==> src/fdc_apd_pkg.sv <==
// package for the floppy auto powerdown block: offsets, fields, timing, types
// assumes a 100 MHz core clock and an 8-bit host register port
// What this block does
// - reset wake runs the full reset sequence
// - register wake keeps all controller state
// - motor bit write wakes; output port read not
// - main status read wakes the controller
// - fifo data read or write wakes
// - after wake, reload 10 ms timer
// - other reads/writes never wake; reads true status
// - writes in powerdown are kept
// - plain output/rate writes stay asleep
// - non-waking access leaves low power unchanged
// - host inputs watched; irq and dma low
// - drive motor/select/write pins tristated asleep
// - uart auto and direct power bits
// - transmitter sleeps when holding and shift empty
// - receiver sleeps when fifo empty, idle
// - ring interrupt works while uart sleeps
// - tx write or rx line change wakes
// - parallel port auto and direct power bits
// - epp sleeps when disabled or unselected
// - ecp sleeps when disabled or in spp, ps2 or epp mode
// - parallel power re-evaluated on mode change
// - sleep needs motors off, idle, timers expired
// - main status read or fifo access restarts timer
// - auto enable bit; clear cancels timer
package fdc_apd_pkg;
   localparam logic [2:0] OFS_STATUS_A = 3'h0;
   localparam logic [2:0] OFS_STATUS_B = 3'h1;
   localparam logic [2:0] OFS_DOUT     = 3'h2;
   localparam logic [2:0] OFS_RATE_MS  = 3'h4;
   localparam logic [2:0] OFS_FIFO     = 3'h5;
   localparam logic [2:0] OFS_DIN_CCR  = 3'h7;
   localparam int DOUT_SEL_LSB  = 0;
   localparam int DOUT_NRST_BIT = 2;
   localparam int DOUT_MOT_LSB  = 4;
   localparam int RATE_SWRST_BIT = 7;
   localparam int AUTO_FDC_BIT  = 7;
   localparam int AUTO_UART2_BIT = 6;
   localparam int AUTO_UART1_BIT = 5;
   localparam int AUTO_PAR_BIT  = 4;
   localparam int UART1_PWR_BIT = 3;
   localparam int UART2_PWR_BIT = 7;
   localparam int PAR_PWR_BIT   = 2;
   localparam logic [7:0] MSR_IDLE  = 8'h80;
   localparam logic [7:0] DOUT_RST  = 8'h00;
   localparam logic [7:0] RATE_RST  = 8'h02;
   localparam logic [2:0] ECR_SPP   = 3'h0;
   localparam logic [2:0] ECR_PS2   = 3'h1;
   localparam logic [2:0] ECR_EPP   = 3'h4;
   localparam int PD_TIME_MS = 10;
   localparam int CLK_MHZ    = 100;
   localparam int PD_CYCLES  = PD_TIME_MS * 1000 * CLK_MHZ;
   localparam int TMR_W      = 20;
   typedef enum logic {FDC_AWAKE, FDC_ASLEEP} fdc_state_t;
   typedef struct packed {
      logic [3:0] motor;
      logic [3:0] select;
      logic       wdata;
      logic       wgate;
   } fdd_tri_t;
   typedef struct packed {
      logic [1:0] hold_empty;
      logic [1:0] shift_empty;
      logic [1:0] rx_fifo_empty;
      logic [1:0] rx_idle;
      logic [1:0] tx_buf_write;
   } uart_stat_t;
endpackage

==> src/floppy_auto_powerdown.sv <==
// floppy, uart and parallel port auto powerdown control
// assumes one-cycle synchronous host strobes; core halts when not run
`timescale 1ns/1ps
module floppy_auto_powerdown #(
   parameter int PD_TIMER_CYCLES = fdc_apd_pkg::PD_CYCLES
) (
   input  wire logic                    core_clk_i,
   input  wire logic                    sys_rst_i,
   input  wire logic                    io_rd_i,
   input  wire logic                    io_wr_i,
   input  wire logic [2:0]              addr_i,
   input  wire logic [7:0]              wdata_i,
   input  wire logic [7:0]              status_a_i,
   input  wire logic [7:0]              status_b_i,
   input  wire logic [7:0]              core_msr_i,
   input  wire logic [7:0]              core_fifo_rdata_i,
   input  wire logic [7:0]              din_i,
   input  wire logic                    core_int_i,
   input  wire logic                    core_drq_i,
   input  wire logic                    head_unload_done_i,
   input  wire logic                    core_wdata_i,
   input  wire logic                    core_wgate_i,
   input  wire logic                    core_step_i,
   input  wire logic                    core_step_dir_i,
   input  wire logic                    core_head_i,
   input  wire logic                    core_density_i,
   input  wire logic [7:0]              auto_power_config_i,
   input  wire logic [7:0]              uart_power_config_i,
   input  wire logic [7:0]              parport_power_config_i,
   input  wire fdc_apd_pkg::uart_stat_t uart_stat_i,
   input  wire logic [1:0]              uart_serial_in_i,
   input  wire logic [1:0]              phone_bell_in_i,
   input  wire logic [1:0]              ring_ack_i,
   input  wire logic                    epp_enabled_i,
   input  wire logic                    ecp_enabled_i,
   input  wire logic [2:0]              ecr_mode_i,
   output logic [7:0]                   rdata_o,
   output logic                         fifo_rd_o,
   output logic                         fifo_wr_o,
   output logic [7:0]                   fifo_wdata_o,
   output logic                         core_reset_o,
   output logic                         core_run_o,
   output logic                         floppy_irq_out_o,
   output logic                         floppy_dma_request_o,
   output fdc_apd_pkg::fdd_tri_t        fdd_out_o,
   output fdc_apd_pkg::fdd_tri_t        fdd_oe_o,
   output logic                         step_o,
   output logic                         step_dir_o,
   output logic                         head_side_select_o,
   output logic                         density_select_o,
   output logic [1:0]                   rate_select_out_o,
   output logic [1:0]                   uart_tx_pd_o,
   output logic [1:0]                   uart_rx_pd_o,
   output logic [1:0]                   uart_ring_irq_o,
   output logic                         epp_pd_o,
   output logic                         ecp_pd_o
);

   localparam logic [fdc_apd_pkg::TMR_W-1:0] TMR_LOAD =
      fdc_apd_pkg::TMR_W'(PD_TIMER_CYCLES);

   fdc_apd_pkg::fdc_state_t      state_reg;
   fdc_apd_pkg::fdc_state_t      state_next;
   logic [fdc_apd_pkg::TMR_W-1:0] tmr_reg;
   logic [fdc_apd_pkg::TMR_W-1:0] tmr_next;
   logic [7:0]                   dout_reg;
   logic [7:0]                   rate_reg;
   logic [1:0]                   speed_reg;
   logic                         soft_rst_reg;
   logic [1:0]                   rx_last_reg;
   logic [1:0]                   ring_last_reg;
   logic [1:0]                   ring_flag_reg;
   logic [1:0]                   tx_pd_reg;
   logic [1:0]                   rx_pd_reg;

   logic wr_dout;
   logic wr_rate;
   logic wr_ccr;
   logic rd_msr;
   logic acc_fifo;
   logic soft_rst;
   logic motor_wake;
   logic wake;
   logic restart;
   logic auto_en;
   logic idle_ok;
   logic [1:0] uart_auto;
   logic [1:0] uart_on;
   logic [1:0] rx_change;
   logic par_auto;
   logic par_on;

   // address decode
   function automatic logic hit(input logic [2:0] a, input logic [2:0] ofs);
      return a == ofs;
   endfunction

   always_comb begin
      wr_dout  = io_wr_i && hit(addr_i, fdc_apd_pkg::OFS_DOUT);
      wr_rate  = io_wr_i && hit(addr_i, fdc_apd_pkg::OFS_RATE_MS);
      wr_ccr   = io_wr_i && hit(addr_i, fdc_apd_pkg::OFS_DIN_CCR);
      rd_msr   = io_rd_i && hit(addr_i, fdc_apd_pkg::OFS_RATE_MS);
      acc_fifo = (io_rd_i || io_wr_i) && hit(addr_i, fdc_apd_pkg::OFS_FIFO);
   end

   // wake sources
   always_comb begin
      soft_rst = (wr_dout && !wdata_i[fdc_apd_pkg::DOUT_NRST_BIT])
              || (wr_rate && wdata_i[fdc_apd_pkg::RATE_SWRST_BIT]);
      motor_wake = wr_dout && (wdata_i[7:fdc_apd_pkg::DOUT_MOT_LSB] != 4'h0);
      wake = soft_rst || motor_wake || rd_msr || acc_fifo;
      restart = rd_msr || acc_fifo;
      auto_en = auto_power_config_i[fdc_apd_pkg::AUTO_FDC_BIT];
      idle_ok = (dout_reg[7:fdc_apd_pkg::DOUT_MOT_LSB] == 4'h0)
             && (core_msr_i == fdc_apd_pkg::MSR_IDLE)
             && !core_int_i
             && head_unload_done_i;
   end

   // floppy power state
   always_comb begin
      state_next = state_reg;
      unique case (state_reg)
         fdc_apd_pkg::FDC_AWAKE: begin
            if (auto_en && !wake && idle_ok && tmr_reg == '0) begin
               state_next = fdc_apd_pkg::FDC_ASLEEP;
            end
         end
         fdc_apd_pkg::FDC_ASLEEP: begin
            if (!auto_en || wake) begin
               state_next = fdc_apd_pkg::FDC_AWAKE;
            end
            // other accesses leave the state alone
         end
      endcase
   end

   always_ff @(posedge core_clk_i or posedge sys_rst_i) begin
      if (sys_rst_i) begin
         state_reg <= fdc_apd_pkg::FDC_AWAKE;
      end else begin
         state_reg <= state_next;
      end
   end

   // powerdown timer
   always_comb begin
      tmr_next = tmr_reg;
      if (!auto_en) begin
         tmr_next = TMR_LOAD;
      end else if (state_reg == fdc_apd_pkg::FDC_ASLEEP) begin
         tmr_next = TMR_LOAD;
      end else if (restart) begin
         tmr_next = TMR_LOAD;
      end else if (tmr_reg != '0) begin
         tmr_next = tmr_reg - 1'b1;
      end
   end

   always_ff @(posedge core_clk_i or posedge sys_rst_i) begin
      if (sys_rst_i) begin
         tmr_reg <= TMR_LOAD;
      end else begin
         tmr_reg <= tmr_next;
      end
   end

   // host registers, written in any power state
   always_ff @(posedge core_clk_i or posedge sys_rst_i) begin
      if (sys_rst_i) begin
         dout_reg <= fdc_apd_pkg::DOUT_RST;
      end else if (wr_dout) begin
         dout_reg <= wdata_i;
      end
   end

   always_ff @(posedge core_clk_i or posedge sys_rst_i) begin
      if (sys_rst_i) begin
         rate_reg <= fdc_apd_pkg::RATE_RST;
      end else if (wr_rate) begin
         rate_reg <= wdata_i;
      end
   end

   // data rate from last rate or config control write
   always_ff @(posedge core_clk_i or posedge sys_rst_i) begin
      if (sys_rst_i) begin
         speed_reg <= fdc_apd_pkg::RATE_RST[1:0];
      end else if (wr_rate || wr_ccr) begin
         speed_reg <= wdata_i[1:0];
      end
   end

   // soft reset into the core: one-cycle pulse on a rate reset, held while the output port reset bit is low
   always_ff @(posedge core_clk_i or posedge sys_rst_i) begin
      if (sys_rst_i) begin
         soft_rst_reg <= 1'b0;
      end else begin
         soft_rst_reg <= soft_rst;
      end
   end

   always_ff @(posedge core_clk_i or posedge sys_rst_i) begin
      if (sys_rst_i) begin
         core_reset_o <= 1'b1;
      end else begin
         core_reset_o <= soft_rst_reg || !dout_reg[fdc_apd_pkg::DOUT_NRST_BIT];
      end
   end

   always_ff @(posedge core_clk_i or posedge sys_rst_i) begin
      if (sys_rst_i) begin
         core_run_o <= 1'b1;
      end else begin
         core_run_o <= state_next == fdc_apd_pkg::FDC_AWAKE;
      end
   end

   // reads show live status
   always_ff @(posedge core_clk_i or posedge sys_rst_i) begin
      if (sys_rst_i) begin
         rdata_o <= 8'h00;
      end else if (io_rd_i) begin
         unique case (addr_i)
            fdc_apd_pkg::OFS_STATUS_A: rdata_o <= status_a_i;
            fdc_apd_pkg::OFS_STATUS_B: rdata_o <= status_b_i;
            fdc_apd_pkg::OFS_DOUT:     rdata_o <= dout_reg;
            fdc_apd_pkg::OFS_RATE_MS:  rdata_o <= core_msr_i;
            fdc_apd_pkg::OFS_FIFO:     rdata_o <= core_fifo_rdata_i;
            fdc_apd_pkg::OFS_DIN_CCR:  rdata_o <= din_i;
            default:                   rdata_o <= 8'h00;
         endcase
      end
   end

   // fifo strobes pass to the core
   always_ff @(posedge core_clk_i or posedge sys_rst_i) begin
      if (sys_rst_i) begin
         fifo_rd_o    <= 1'b0;
         fifo_wr_o    <= 1'b0;
         fifo_wdata_o <= 8'h00;
      end else begin
         fifo_rd_o <= acc_fifo && io_rd_i;
         fifo_wr_o <= acc_fifo && io_wr_i;
         if (acc_fifo && io_wr_i) begin
            fifo_wdata_o <= wdata_i;
         end
      end
   end

   // host outputs held low while asleep
   always_ff @(posedge core_clk_i or posedge sys_rst_i) begin
      if (sys_rst_i) begin
         floppy_irq_out_o     <= 1'b0;
         floppy_dma_request_o <= 1'b0;
      end else begin
         floppy_irq_out_o     <= core_int_i && state_next == fdc_apd_pkg::FDC_AWAKE;
         floppy_dma_request_o <= core_drq_i && state_next == fdc_apd_pkg::FDC_AWAKE;
      end
   end

   // drive pins: some tristated asleep, the rest stay active
   always_ff @(posedge core_clk_i or posedge sys_rst_i) begin
      if (sys_rst_i) begin
         fdd_out_o <= '0;
         fdd_oe_o  <= '1;
      end else begin
         fdd_out_o.motor  <= dout_reg[7:fdc_apd_pkg::DOUT_MOT_LSB];
         fdd_out_o.select <= 4'h1 << dout_reg[fdc_apd_pkg::DOUT_SEL_LSB +: 2];
         fdd_out_o.wdata  <= core_wdata_i;
         fdd_out_o.wgate  <= core_wgate_i;
         fdd_oe_o <= (state_next == fdc_apd_pkg::FDC_AWAKE) ? '1 : '0;
      end
   end

   always_ff @(posedge core_clk_i or posedge sys_rst_i) begin
      if (sys_rst_i) begin
         step_o             <= 1'b0;
         step_dir_o         <= 1'b0;
         head_side_select_o <= 1'b0;
         density_select_o   <= 1'b0;
         rate_select_out_o  <= fdc_apd_pkg::RATE_RST[1:0];
      end else begin
         step_o             <= core_step_i;
         step_dir_o         <= core_step_dir_i;
         head_side_select_o <= core_head_i;
         density_select_o   <= core_density_i;
         rate_select_out_o  <= speed_reg;
      end
   end

   // uart power control
   always_comb begin
      uart_auto[0] = auto_power_config_i[fdc_apd_pkg::AUTO_UART1_BIT];
      uart_auto[1] = auto_power_config_i[fdc_apd_pkg::AUTO_UART2_BIT];
      uart_on[0]   = uart_power_config_i[fdc_apd_pkg::UART1_PWR_BIT];
      uart_on[1]   = uart_power_config_i[fdc_apd_pkg::UART2_PWR_BIT];
      rx_change    = uart_serial_in_i ^ rx_last_reg;
   end

   always_ff @(posedge core_clk_i or posedge sys_rst_i) begin
      if (sys_rst_i) begin
         rx_last_reg   <= 2'h3;
         ring_last_reg <= 2'h0;
      end else begin
         rx_last_reg   <= uart_serial_in_i;
         ring_last_reg <= phone_bell_in_i;
      end
   end

   // ring change flag, kept while asleep; set beats ack
   always_ff @(posedge core_clk_i or posedge sys_rst_i) begin
      if (sys_rst_i) begin
         ring_flag_reg <= 2'h0;
      end else begin
         ring_flag_reg <= (ring_flag_reg & ~ring_ack_i)
                        | (phone_bell_in_i ^ ring_last_reg);
      end
   end

   always_ff @(posedge core_clk_i or posedge sys_rst_i) begin
      if (sys_rst_i) begin
         tx_pd_reg <= 2'h0;
         rx_pd_reg <= 2'h0;
      end else begin
         for (int i = 0; i < 2; i++) begin
            if (!uart_auto[i]) begin
               tx_pd_reg[i] <= 1'b0;
               rx_pd_reg[i] <= 1'b0;
            end else begin
               if (uart_stat_i.tx_buf_write[i]) begin
                  tx_pd_reg[i] <= 1'b0;
               end else if (uart_stat_i.hold_empty[i] && uart_stat_i.shift_empty[i]) begin
                  tx_pd_reg[i] <= 1'b1;
               end
               if (rx_change[i]) begin
                  rx_pd_reg[i] <= 1'b0;
               end else if (uart_stat_i.rx_fifo_empty[i] && uart_stat_i.rx_idle[i]) begin
                  rx_pd_reg[i] <= 1'b1;
               end
            end
         end
      end
   end

   always_ff @(posedge core_clk_i or posedge sys_rst_i) begin
      if (sys_rst_i) begin
         uart_tx_pd_o    <= 2'h0;
         uart_rx_pd_o    <= 2'h0;
         uart_ring_irq_o <= 2'h0;
      end else begin
         uart_tx_pd_o    <= tx_pd_reg | ~uart_on;
         uart_rx_pd_o    <= rx_pd_reg | ~uart_on;
         uart_ring_irq_o <= ring_flag_reg;
      end
   end

   // parallel port power, re-evaluated every cycle
   always_comb begin
      par_auto = auto_power_config_i[fdc_apd_pkg::AUTO_PAR_BIT];
      par_on   = parport_power_config_i[fdc_apd_pkg::PAR_PWR_BIT];
   end

   always_ff @(posedge core_clk_i or posedge sys_rst_i) begin
      if (sys_rst_i) begin
         epp_pd_o <= 1'b0;
         ecp_pd_o <= 1'b0;
      end else begin
         epp_pd_o <= !par_on || (par_auto && (!epp_enabled_i
                  || (ecp_enabled_i && ecr_mode_i != fdc_apd_pkg::ECR_EPP)));
         ecp_pd_o <= !par_on || (par_auto && (!ecp_enabled_i
                  || ecr_mode_i == fdc_apd_pkg::ECR_SPP
                  || ecr_mode_i == fdc_apd_pkg::ECR_PS2
                  || ecr_mode_i == fdc_apd_pkg::ECR_EPP));
      end
   end

endmodule

==> config.mk <==
export PLATFORM = sky130hd
export DESIGN_NAME = floppy_auto_powerdown
export DESIGN_NICKNAME = d
export VERILOG_FILES = /design/src/fdc_apd_pkg.sv /design/src/floppy_auto_powerdown.sv
export SDC_FILE = /design/constraint.sdc
export NUM_CORES = 1
export LEC_CHECK = 0
export ABC_AREA = 1
export BUFFER_PORTS_ARGS = -buffer_cell sky130_fd_sc_hd__buf_2
export CAP_MARGIN = 30
export CORE_ASPECT_RATIO = 0.6
export CORE_MARGIN = 2
export CORE_UTILIZATION = 53
export DETAILED_ROUTE_END_ITERATION = 10
export PLACE_DENSITY_LB_ADDON = 0.08
export SYNTH_ARGS = -nofsm -noshare
export SYNTH_HDL_FRONTEND = slang
export SYNTH_SLANG_ARGS = --single-unit
==> constraint.sdc <==
create_clock -name core_clk_i -period 7.4 [get_ports core_clk_i]
set_input_delay 0.37 -clock core_clk_i [delete_from_list [all_inputs] [get_ports core_clk_i]]
set_output_delay 0.37 -clock core_clk_i [all_outputs]
set_load 0.005 [all_outputs]
Yosys cells after proc, flatten, opt, wreduce, memory -nomap -nowiden
Index checks and enable logic that the tools add are counted.
{"block": "totals", "register_bits": 98, "inputBits": 109, "out_inout_bits": 56, "wordCells": 139}
{"block": "classes", "n_addsub": 1, "eq_ne": 14, "shifts": 1, "mux": 21, "n_bitwise": 10, "n_reduce_logical": 54}
{"op": "20-bit 2-to-1 mux", "n": 4}
{"op": "8-bit case mux with 6 select lines", "n": 1}
{"op": "1-bit logical AND", "n": 25}
{"op": "20-bit logical NOT", "n": 1}
{"op": "20-bit nonzero test", "n": 1}
{"op": "20-bit by 1-bit subtractor with 20-bit output (second input constant)", "n": 1}
{"op": "1-bit logical OR", "n": 15}
{"op": "1-bit 2-to-1 mux", "n": 14}
{"op": "3-bit == test (second input constant)", "n": 4}
{"op": "3-bit by 1-bit inequality test with 1-bit output (second input constant)", "n": 4}
{"op": "10-bit 2-to-1 mux", "n": 1}
{"op": "8-bit == test (second input constant)", "n": 1}
{"op": "1-bit logical NOT", "n": 8}
{"op": "3-bit by 1-bit == test with 1-bit output (second input constant)", "n": 2}
{"op": "3-bit logical NOT", "n": 2}
{"op": "2-bit OR", "n": 3}
{"op": "4-bit logical NOT", "n": 1}
{"op": "4-bit by 1-bit inequality test with 1-bit output (second input constant)", "n": 1}
{"op": "2-bit inverter", "n": 2}
{"op": "4-bit nonzero test", "n": 1}
{"op": "1-bit by 2-bit << shifter with 4-bit output (first input constant)", "n": 1}
{"op": "2-bit bitwise XOR", "n": 2}
{"op": "3-bit by 2-bit == test with 1-bit output (second input constant)", "n": 1}
{"op": "3-bit inequality test (second input constant)", "n": 1}
{"op": "3 further kinds", "n": 4}

Depth between registers and ports, before layout
Gate-level depths: netlist (run 1).
{"block": "logic_depth", "depth_word": 15, "depth_mapped": 10, "ltp_nobuf": 10}

Worst setup path after synthesis (run 1)
OpenSTA, ideal clock, no wires.
{"block": "synth_timing", "path_type": "register to register", "from": "reg tmr_reg[0] (netlist name)", "to": "reg tmr_reg[5] (netlist name)", "setup_ns": 0.122, "t_arrival_ns": 1.296, "required_ns": 7.278, "setup_slack_ns": 5.982, "stages_incl_launch_ff": 9, "path_buffers": 1, "period_less_slack_ns": 1.418, "cell_sequence": "dfrtp_1 -> inv_1 -> ha_1 -> nand2_1 -> nor2_1 -> nand3_2 -> buf_6 -> a21oi_1 -> nor3b_2"}
{"block": "synth_between", "elab_chain_cells": 5, "word_cells_on_any_way": 7, "classes_between": "add/sub (1); eq/ne (1); mux (4); reduce/logical (1)"}
{"element": "start: declaration", "line_no": "floppy_auto_powerdown.sv:64", "rtl": "logic [fdc_apd_pkg::TMR_W-1:0] tmr_reg;"}
{"element": "start signal: assignment", "line_no": "floppy_auto_powerdown.sv:164", "rtl": "tmr_reg <= tmr_next;"}
{"element": "20-bit by 1-bit subtractor with 20-bit output", "line_no": "floppy_auto_powerdown.sv:156", "rtl": "tmr_next = tmr_reg - 1'b1;"}
{"element": "20-bit 2-to-1 mux", "line_no": "floppy_auto_powerdown.sv:155", "rtl": "end else if (tmr_reg != '0) begin"}
{"element": "20-bit 2-to-1 mux", "line_no": "floppy_auto_powerdown.sv:153", "rtl": "end else if (restart) begin"}
{"element": "20-bit 2-to-1 mux", "line_no": "floppy_auto_powerdown.sv:151", "rtl": "end else if (state_reg == fdc_apd_pkg::FDC_ASLEEP) begin"}
{"element": "20-bit 2-to-1 mux", "line_no": "floppy_auto_powerdown.sv:149", "rtl": "if (!auto_en) begin"}
Parallel ways exist; a longest one is shown, timed or not. The select of a mux whose other input is x is not followed.
A chain may end at the register's enable or synchronous reset.

Worst setup path in the final report (run 1)
{"block": "layout_timing", "from": "reg tmr_reg[0] (netlist name)", "to": "reg tmr_reg[2] (netlist name)"}
Same word-level chain as after synthesis.

==> qor.csv, run 1 <==
metric,value,unit
ant_nets,0,
synth-simple-area-share,0.275,
p_leak,2.80,nW
synth-compound-area-share,0.0826,
clockBufferDepth,2,
dieWidth,119,µm
die_y,73.2,µm
core,7790,µm²
synth.distinct_cells,39,
gr-total-overflow,0,
finalWeightedCongestion,0.847,
startpoint_type,flop,
avgSynthCellArea,8.44,µm²
finalSetupTns,0,ns
yosysTopAreaCell,dfrtp_1,
max-cap-violations,0,
syn-num-nets,612,
critPathCaptureType,flop,
wl_per_cell,13.5,µm
worstPathRequired,7.62,ns
synth_top_family_by_area,simple AND/OR/NAND/NOR gates,
fin_nets,756,
post_cts_resized,0,
drtIter0Drc,274,
ys_warn_count,0,
start_util,0.543,
grt_pass1_vias,3567,
cts.hold.buffers_added,0,
grt_max_degree,51,
outcome,"finished, final reports clean",
drv_slew,0,
worstPathArrival,1.95,ns
wl,10.2,mm
hold_class,input port to async pin,
crit_fanout,13,
finClkSkew,0.00503,ns
synth_xor_area_frac,0.0104,
drive_above_1_share,0.328,
synth-edff-count,0,
cp_slowest_cell,dfrtp_1,
die_area,8730,µm²
rsz0062_at_grt,false,
post-dp-hpwl,7.89,mm
synth_top_cells_by_count,"nand2_1, inv_1, dfrtp_1",
crit_chain,inv_1 > ha_1 > nand2_1 > nor2_1 > nand3_2 > nand2_1 > xor2_1 > nor2_1,
synth_cells,501,
relSlewSlack,0.563,
synth_area_leaders,"dfrtp_1, nand2_1, dfstp_2, inv_1, nor2_1",
numCtsBuffers,9,
rows,25,
viasPerCell,4.93,
cts_setup_buffers,0,
antenna_found_initial,0,
largest_reg_flops,20,
clk_latency,0.34,ns
yosysMostFrequentCell,nand2_1,
gr-usage-all-layers,0.253,
cts_num_sinks,88,
period_share,0.233,
numPortBuffers,147,
fmax,580,MHz
drc,0,
htreeDepth,3,
diodes,0,
synth_top_area_frac,0.444,
io_pins,165,
worst_pin_slew,0.655,ns
clk_pin_slew,0.06,ns
synth-seq-cells,88,
max_stage_delay,0.37,ns
finalWorstSetupSlack,5.67,ns
period_minus_slack,1.73,ns
synth_fa_ha_area_frac,0.00592,
place_ws,5.68,ns
final-setup-viol-count,0,
powerDensity,228,nW/µm²
dr_total_vias,3734,
clockRootBuffer,clkbuf_16,
cts_tree,yes,
synthArstFlopShare,1.00,
area_growth,25.0,%
ir_worst_vdd,0.164,mV
netlist_area,4230,µm²
dr.pass1.iters,4,
worstSetupPathType,flop to flop,
synthFlopType,dfrtp_1,
finalHoldViolCount,0,
grt_pass1_wl,17.0,mm
synthMuxAreaShare,0,
ys_seq_area_frac,0.525,
[cells by family (layout without fill, tap and decap cells)]
logic type | after synthesis | in the layout
and+or+nand+nor | 245 | 245
buffers and inverters | 98 | 247
DFF | 88 | 88
AOI/OAI and AO/OA | 63 | 63
adders and majority gates | 2 | 2
xor gates and xnor gates | 5 | 5
[cell type report]
class | count | area [µm²]
fill | 626 | 2500
sequential | 88 | 2220
multi-input combinational | 315 | 1580
timing repair buffer | 148 | 743
inverter | 83 | 318
clock buffer | 11 | 233
tap | 108 | 135
clock inverter | 5 | 57.6
[placed cells by master, fill, tap and decap left out, types with 7 or more instances in the layout]
cell,n
buf_2,147
nand2_1,111
inv_1,75
dfrtp_1,75
nor2_1,60
o21ai_0,24
nand3_1,24
a21oi_1,17
nand4_1,13
dfstp_2,13
clkbuf_16,9
nor3_1,8
nor2_4,7
nand2_2,7
o21ai_1,7
[power breakdown]
part | internal (mW) | switching, mW | total, mW
combinational | 0.0808 | 0.115 | 0.196
sequential | 0.539 | 0.0293 | 0.568
clock | 0.262 | 0.180 | 0.442
[worst max-delay path, delay by kind of cell (launching register included)]
kind                       cells  cell delay, ns
and+or+nand+nor                5            0.76
DFF                            1            0.37
adders and majority gates      1            0.21
xor gates and xnor gates       1            0.16
buffers and inverters          1            0.12
[per-stage QoR]
stage | util | hold WS [ns] | instance area [µm²] | power (mW) | cells
after floorplan | - | 0.354 | 4230 | 0.681 | 501
after global placement | 0.641 | 0.358 | 4990 | 0.765 | 742
after detailed placement | 0.641 | 0.361 | 4990 | 0.772 | 742
after CTS | 0.679 | 0.123 | 5290 | 1.22 | 758
after global routing | 0.679 | 0.122 | 5290 | 1.27 | 758
final | 0.679 | 0.102 | 5290 | 1.21 | 758
[worst paths after layout]
| check | startpoint | endpoint | slack [ns] | cells past startpoint |
|---|---|---|---|---|
| min in group core_clk_i | core_step_dir_i | step_dir_o$_DFF_PP0_ | 0.14 | 1 |
| max in group asynchronous | sys_rst_i | rdata_o[4]$_DFFE_PP0P_ | 6.25 | 3 |
| max reg2reg | tmr_reg[0]$_DFFE_PP0P_ | tmr_reg[2]$_DFFE_PP0P_ | 5.67 | 8 |
| min | sys_rst_i | fdd_out_o[3]$_DFF_PP0_ | 0.10 | 2 |
| min reg2reg | speed_reg[0]$_DFFE_PP0P_ | rate_select_out_o[0]$_DFF_PP0_ | 0.37 | 0 |
| max | tmr_reg[0]$_DFFE_PP0P_ | tmr_reg[2]$_DFFE_PP0P_ | 5.67 | 8 |
[per-layer routing]
layer / up-vias / part of all wire / global-route usage
met5: - / 0 / 0
met4: 0 / 0.0093 / 0.0701
met3: 9 / 0.077 / 0.0602
met2: 158 / 0.44 / 0.388
met1: 1715 / 0.47 / 0.363
li1: 1852 / - / -
No activity file was read; power rests on OpenSTA's default activity.
==> inputs of run 2 (changes only) <==
- ABC_AREA: 1 -> 0
- CORE_UTILIZATION: 53 -> 49
- clock period: 7.4 -> 1.7 ns (I/O delays scaled with it)
==> run 2 against run 1 <==
  * The flow now finishes with violations (setup timing)
  * Fmax fell by 16%
  * Register-to-register slack got worse by 6.0 ns
  * Flip-flop and latch count did not move
  * Sequential share of layout area fell by 5.3 points
  * Worst hold slack got worse by 0.094 ns
  * Routed wire length rose by 14%
  * Synthesized area fell by 2.1%
  * Critical path depth fell by 1
  * Critical endpoint is now floppy_irq_out_o$_DFF_PP0_
  * Largest cell class unchanged
==> qor.csv, run 2 <==
metric,value,unit,change
yosysMostFrequentCell,dfrtp_1,,was nand2_1
startpoint_type,flop,,unchanged
wl_per_cell,16.7,µm,was 13.5 µm
final-setup-viol-count,24,,was 0
cp_slowest_cell,or4b_4,,was dfrtp_1
ys_seq_area_frac,0.536,,was 0.525
finalWeightedCongestion,0.844,,was 0.847
clockBufferDepth,2,,unchanged
finalHoldViolCount,0,,unchanged
htreeDepth,3,,unchanged
regToRegStartpoint,tmr_reg[1]$_DFFE_PP0P_,,was tmr_reg[0]$_DFFE_PP0P_
rsz0062_at_grt,true,,was false
synth_area_leaders,"dfrtp_1, dfstp_2, mux2_2, mux2i_1, a211oi_1",,"was dfrtp_1, nand2_1, dfstp_2, inv_1, nor2_1"
fin_util,0.753,,was 0.679
synth_top_cells_by_count,"dfrtp_1, mux2_2, inv_1, nor2_1, nand2_1",,"was nand2_1, inv_1, dfrtp_1"
drc,0,,unchanged
die_y,75.2,µm,was 73.2 µm
violations,setup timing,,
max-cap-violations,0,,unchanged
path_buf_inv,2,,was 1
worstSetupPathType,flop to flop,,unchanged
ys_warn_count,0,,unchanged
drtIter0Drc,249,,was 274
synthFlopType,dfrtp_1,,unchanged
netlist_area,4140,µm²,was 4230 µm²
max_stage_delay,0.48,ns,was 0.37 ns
crit_chain,inv_2 > ha_4 > or4b_4 > or3_4 > buf_6 > o31ai_4 > a21boi_1,,was inv_1 > ha_1 > nand2_1 > nor2_1 > nand3_2 > nand2_1 > xor2_1 > nor2_1
synth-edff-count,0,,unchanged
r2r-end,floppy_irq_out_o$_DFF_PP0_,,was tmr_reg[2]$_DFFE_PP0P_
gr-usage-all-layers,0.256,,was 0.253
synthArstFlopShare,1.00,,unchanged
grt_pass1_vias,3480,,was 3567
crit_path_start,tmr_reg[1]$_DFFE_PP0P_,,was tmr_reg[0]$_DFFE_PP0P_
rows,25,,unchanged
dr.pass1.iters,4,,unchanged
worstPathRequired,1.93,ns,was 7.62 ns
p_leak,2.84,nW,was 2.80 nW
yosysTopAreaCell,dfrtp_1,,unchanged
numCtsBuffers,9,,unchanged
period_minus_slack,2.06,ns,was 1.73 ns
layout_common_cells,"buf_2, dfrtp_1, buf_4",,"was buf_2, nand2_1, inv_1, dfrtp_1, nor2_1"
clk_pin_slew,0.06,ns,about the same
synth_top_area_frac,0.454,,was 0.444
viasPerCell,5.33,,was 4.93
multi_input_area,1810,µm²,was 1580 µm²
diodes,0,,unchanged
final_common_cell,buf_2,,unchanged
regArea,2220,µm²,unchanged
grt_max_degree,89,,was 51
start_util,0.515,,was 0.543
ant_nets,0,,unchanged
period_share,1.21,,was 0.233
dp_cells,645,,was 742
crit_family,simple AND/OR/NAND/NOR gates,,unchanged
antenna_found_initial,0,,unchanged
critPathCaptureType,flop,,unchanged
area_growth,46.4,%,was 25.0%
synth_cells,359,,was 501
fill_cells,555,,was 626
largest_reg_flops,20,,unchanged
worstSetupPathDepth,7,,was 8
worst_pin_slew,0.692,ns,was 0.655 ns
fmax,486,MHz,was 580 MHz
crit_fanout,5,,was 13
drive_above_1_share,0.501,,was 0.328
clk_latency,0.35,ns,was 0.34 ns
finClkSkew,0.00592,ns,was 0.00503 ns
io_pins,165,,unchanged
dieWidth,123,µm,was 119 µm
die_area,9220,µm²,was 8730 µm²
outcome,"complete, but fails checks",,"was finished, final reports clean"
dr_total_vias,3724,,was 3734
worstPathArrival,2.29,ns,was 1.95 ns
endpoint,floppy_irq_out_o$_DFF_PP0_,,was tmr_reg[2]$_DFFE_PP0P_
cts_tree,yes,,unchanged
syn-num-nets,470,,was 612
fin_nets,697,,was 756
post-dp-hpwl,8.02,mm,was 7.89 mm
hold_class,input port to flop,,was input port to async pin
drv_slew,0,,unchanged
grt_pass1_wl,17.8,mm,was 17.0 mm
wl,11.7,mm,was 10.2 mm
relSlewSlack,0.538,,was 0.563
finalWorstSetupSlack,-0.358,ns,was 5.67 ns
avgSynthCellArea,11.5,µm²,was 8.44 µm²
synth-seq-cells,88,,unchanged
cts_num_sinks,88,,unchanged
ir_worst_vdd,0.650,mV,was 0.164 mV
gr-total-overflow,0,,unchanged
r2r_setup_slack,-0.36,ns,was 5.67 ns
clockRootBuffer,clkbuf_16,,unchanged
powerDensity,921,nW/µm²,was 228 nW/µm²
synth.distinct_cells,55,,was 39
core,8040,µm²,was 7790 µm²
p_total,5.58,mW,was 1.21 mW
final_cells,699,,was 758
rr_worst_depth,7,,was 8
numPortBuffers,147,,unchanged
-- run 2: cell types whose count changed after synthesis, sizes merged, moves of 14 or more --
cell   change
inv       -60
nand2    -103
nand3     -24
mux2i     +14
o21ai     -22
nor2      -50
mux2      +26
-- run 2: logic make-up (layout without fill, tap and decap cells) --
family | count (synthesis) | count (layout) | share of synthesized area
simple gates | 104 | 104 | 0.149
xor+xnor | 5 | 5 | 0.0106
compound gates | 76 | 76 | 0.136
fa+ha+maj | 2 | 2 | 0.00605
mux | 40 | 40 | 0.105
flops | 88 | 88 | 0.536
buf+inv | 44 | 276 | 0.0571
-- run 2: where the power goes --
| group | switching (mW) | total, mW | internal (mW) |
|---|---|---|---|
| clock | 0.875 | 1.88 | 1.01 |
| combinational | 0.541 | 1.18 | 0.640 |
| sequential | 0.158 | 2.52 | 2.36 |
| total | 1.57 | 5.58 | 4.00 |
-- run 2: worst reg2reg max path: stages, from the launching register on --
cell and delay (ns):
dfrtp_1 0.41, inv_2 0.09, ha_4 0.13, or4b_4 0.48, or3_4 0.39, buf_6 0.14, o31ai_4 0.21, a21boi_1 0.10
-- run 2: metal layers --
metal	GRT usage	up-vias	part of all wire
li1	-	1771	-
met1	0.372	1774	0.45
met2	0.368	167	0.44
met3	0.0848	12	0.099
met4	0.0741	0	0.011
met5	0	-	0
-- run 2: timing repair --
| item | in CTS | in global routing |
|---|---|---|
| hold buffers | 28 | 0 |
| setup endpoints to repair | 23 | 24 |
| resized for setup | 16 | 14 |
| pin swaps | 7 | 9 |
| cloned | 0 | 0 |
| buffers inserted | 4 | 7 |
| endpoints found under the hold margin | 105 | 0 |
-- run 2: area by class of cell --
class / instances / area share
Clock inverter: 7 / 0.00888
Multi-Input combinational cell: 227 / 0.298
Timing Repair Buffer: 239 / 0.254
Sequential cell: 88 / 0.366
Tap cell: 108 / 0.0223
Clock buffer: 9 / 0.0372
Inverter: 21 / 0.0136
-- run 2: worst min-delay path by stage --
stage,cells after the start,slack (ns),to,from
final,2,0.008,floppy_irq_out_o$_DFF_PP0_,core_int_i
after global routing,2,0.009,floppy_irq_out_o$_DFF_PP0_,core_int_i
after CTS,2,0.007,dout_reg[5]$_DFFE_PP0P_,wdata_i[5]
after detailed placement,1,0.19,fdd_out_o[1]$_DFF_PP0_,core_wdata_i
after global placement,1,0.19,head_side_select_o$_DFF_PP0_,core_head_i
after floorplan,0,0.09,rx_last_reg[0]$_DFF_PP1_,uart_serial_in_i[0]
-- run 2: per-stage QoR --
step	area [µm²]	setup TNS [ns]	hold WS, ns	worst slack (ns)
3_5_place_dp	5290	-6.37	0.194	-0.413
2_1_floorplan	4160	-4.35	0.0895	-0.281
6_report	6060	-7.19	0.00756	-0.358
3_3_place_gp	5290	-5.65	0.193	-0.319
4_1_cts	5950	-4.61	0.00673	-0.318
5_1_grt	6060	-8.86	0.00866	-0.434
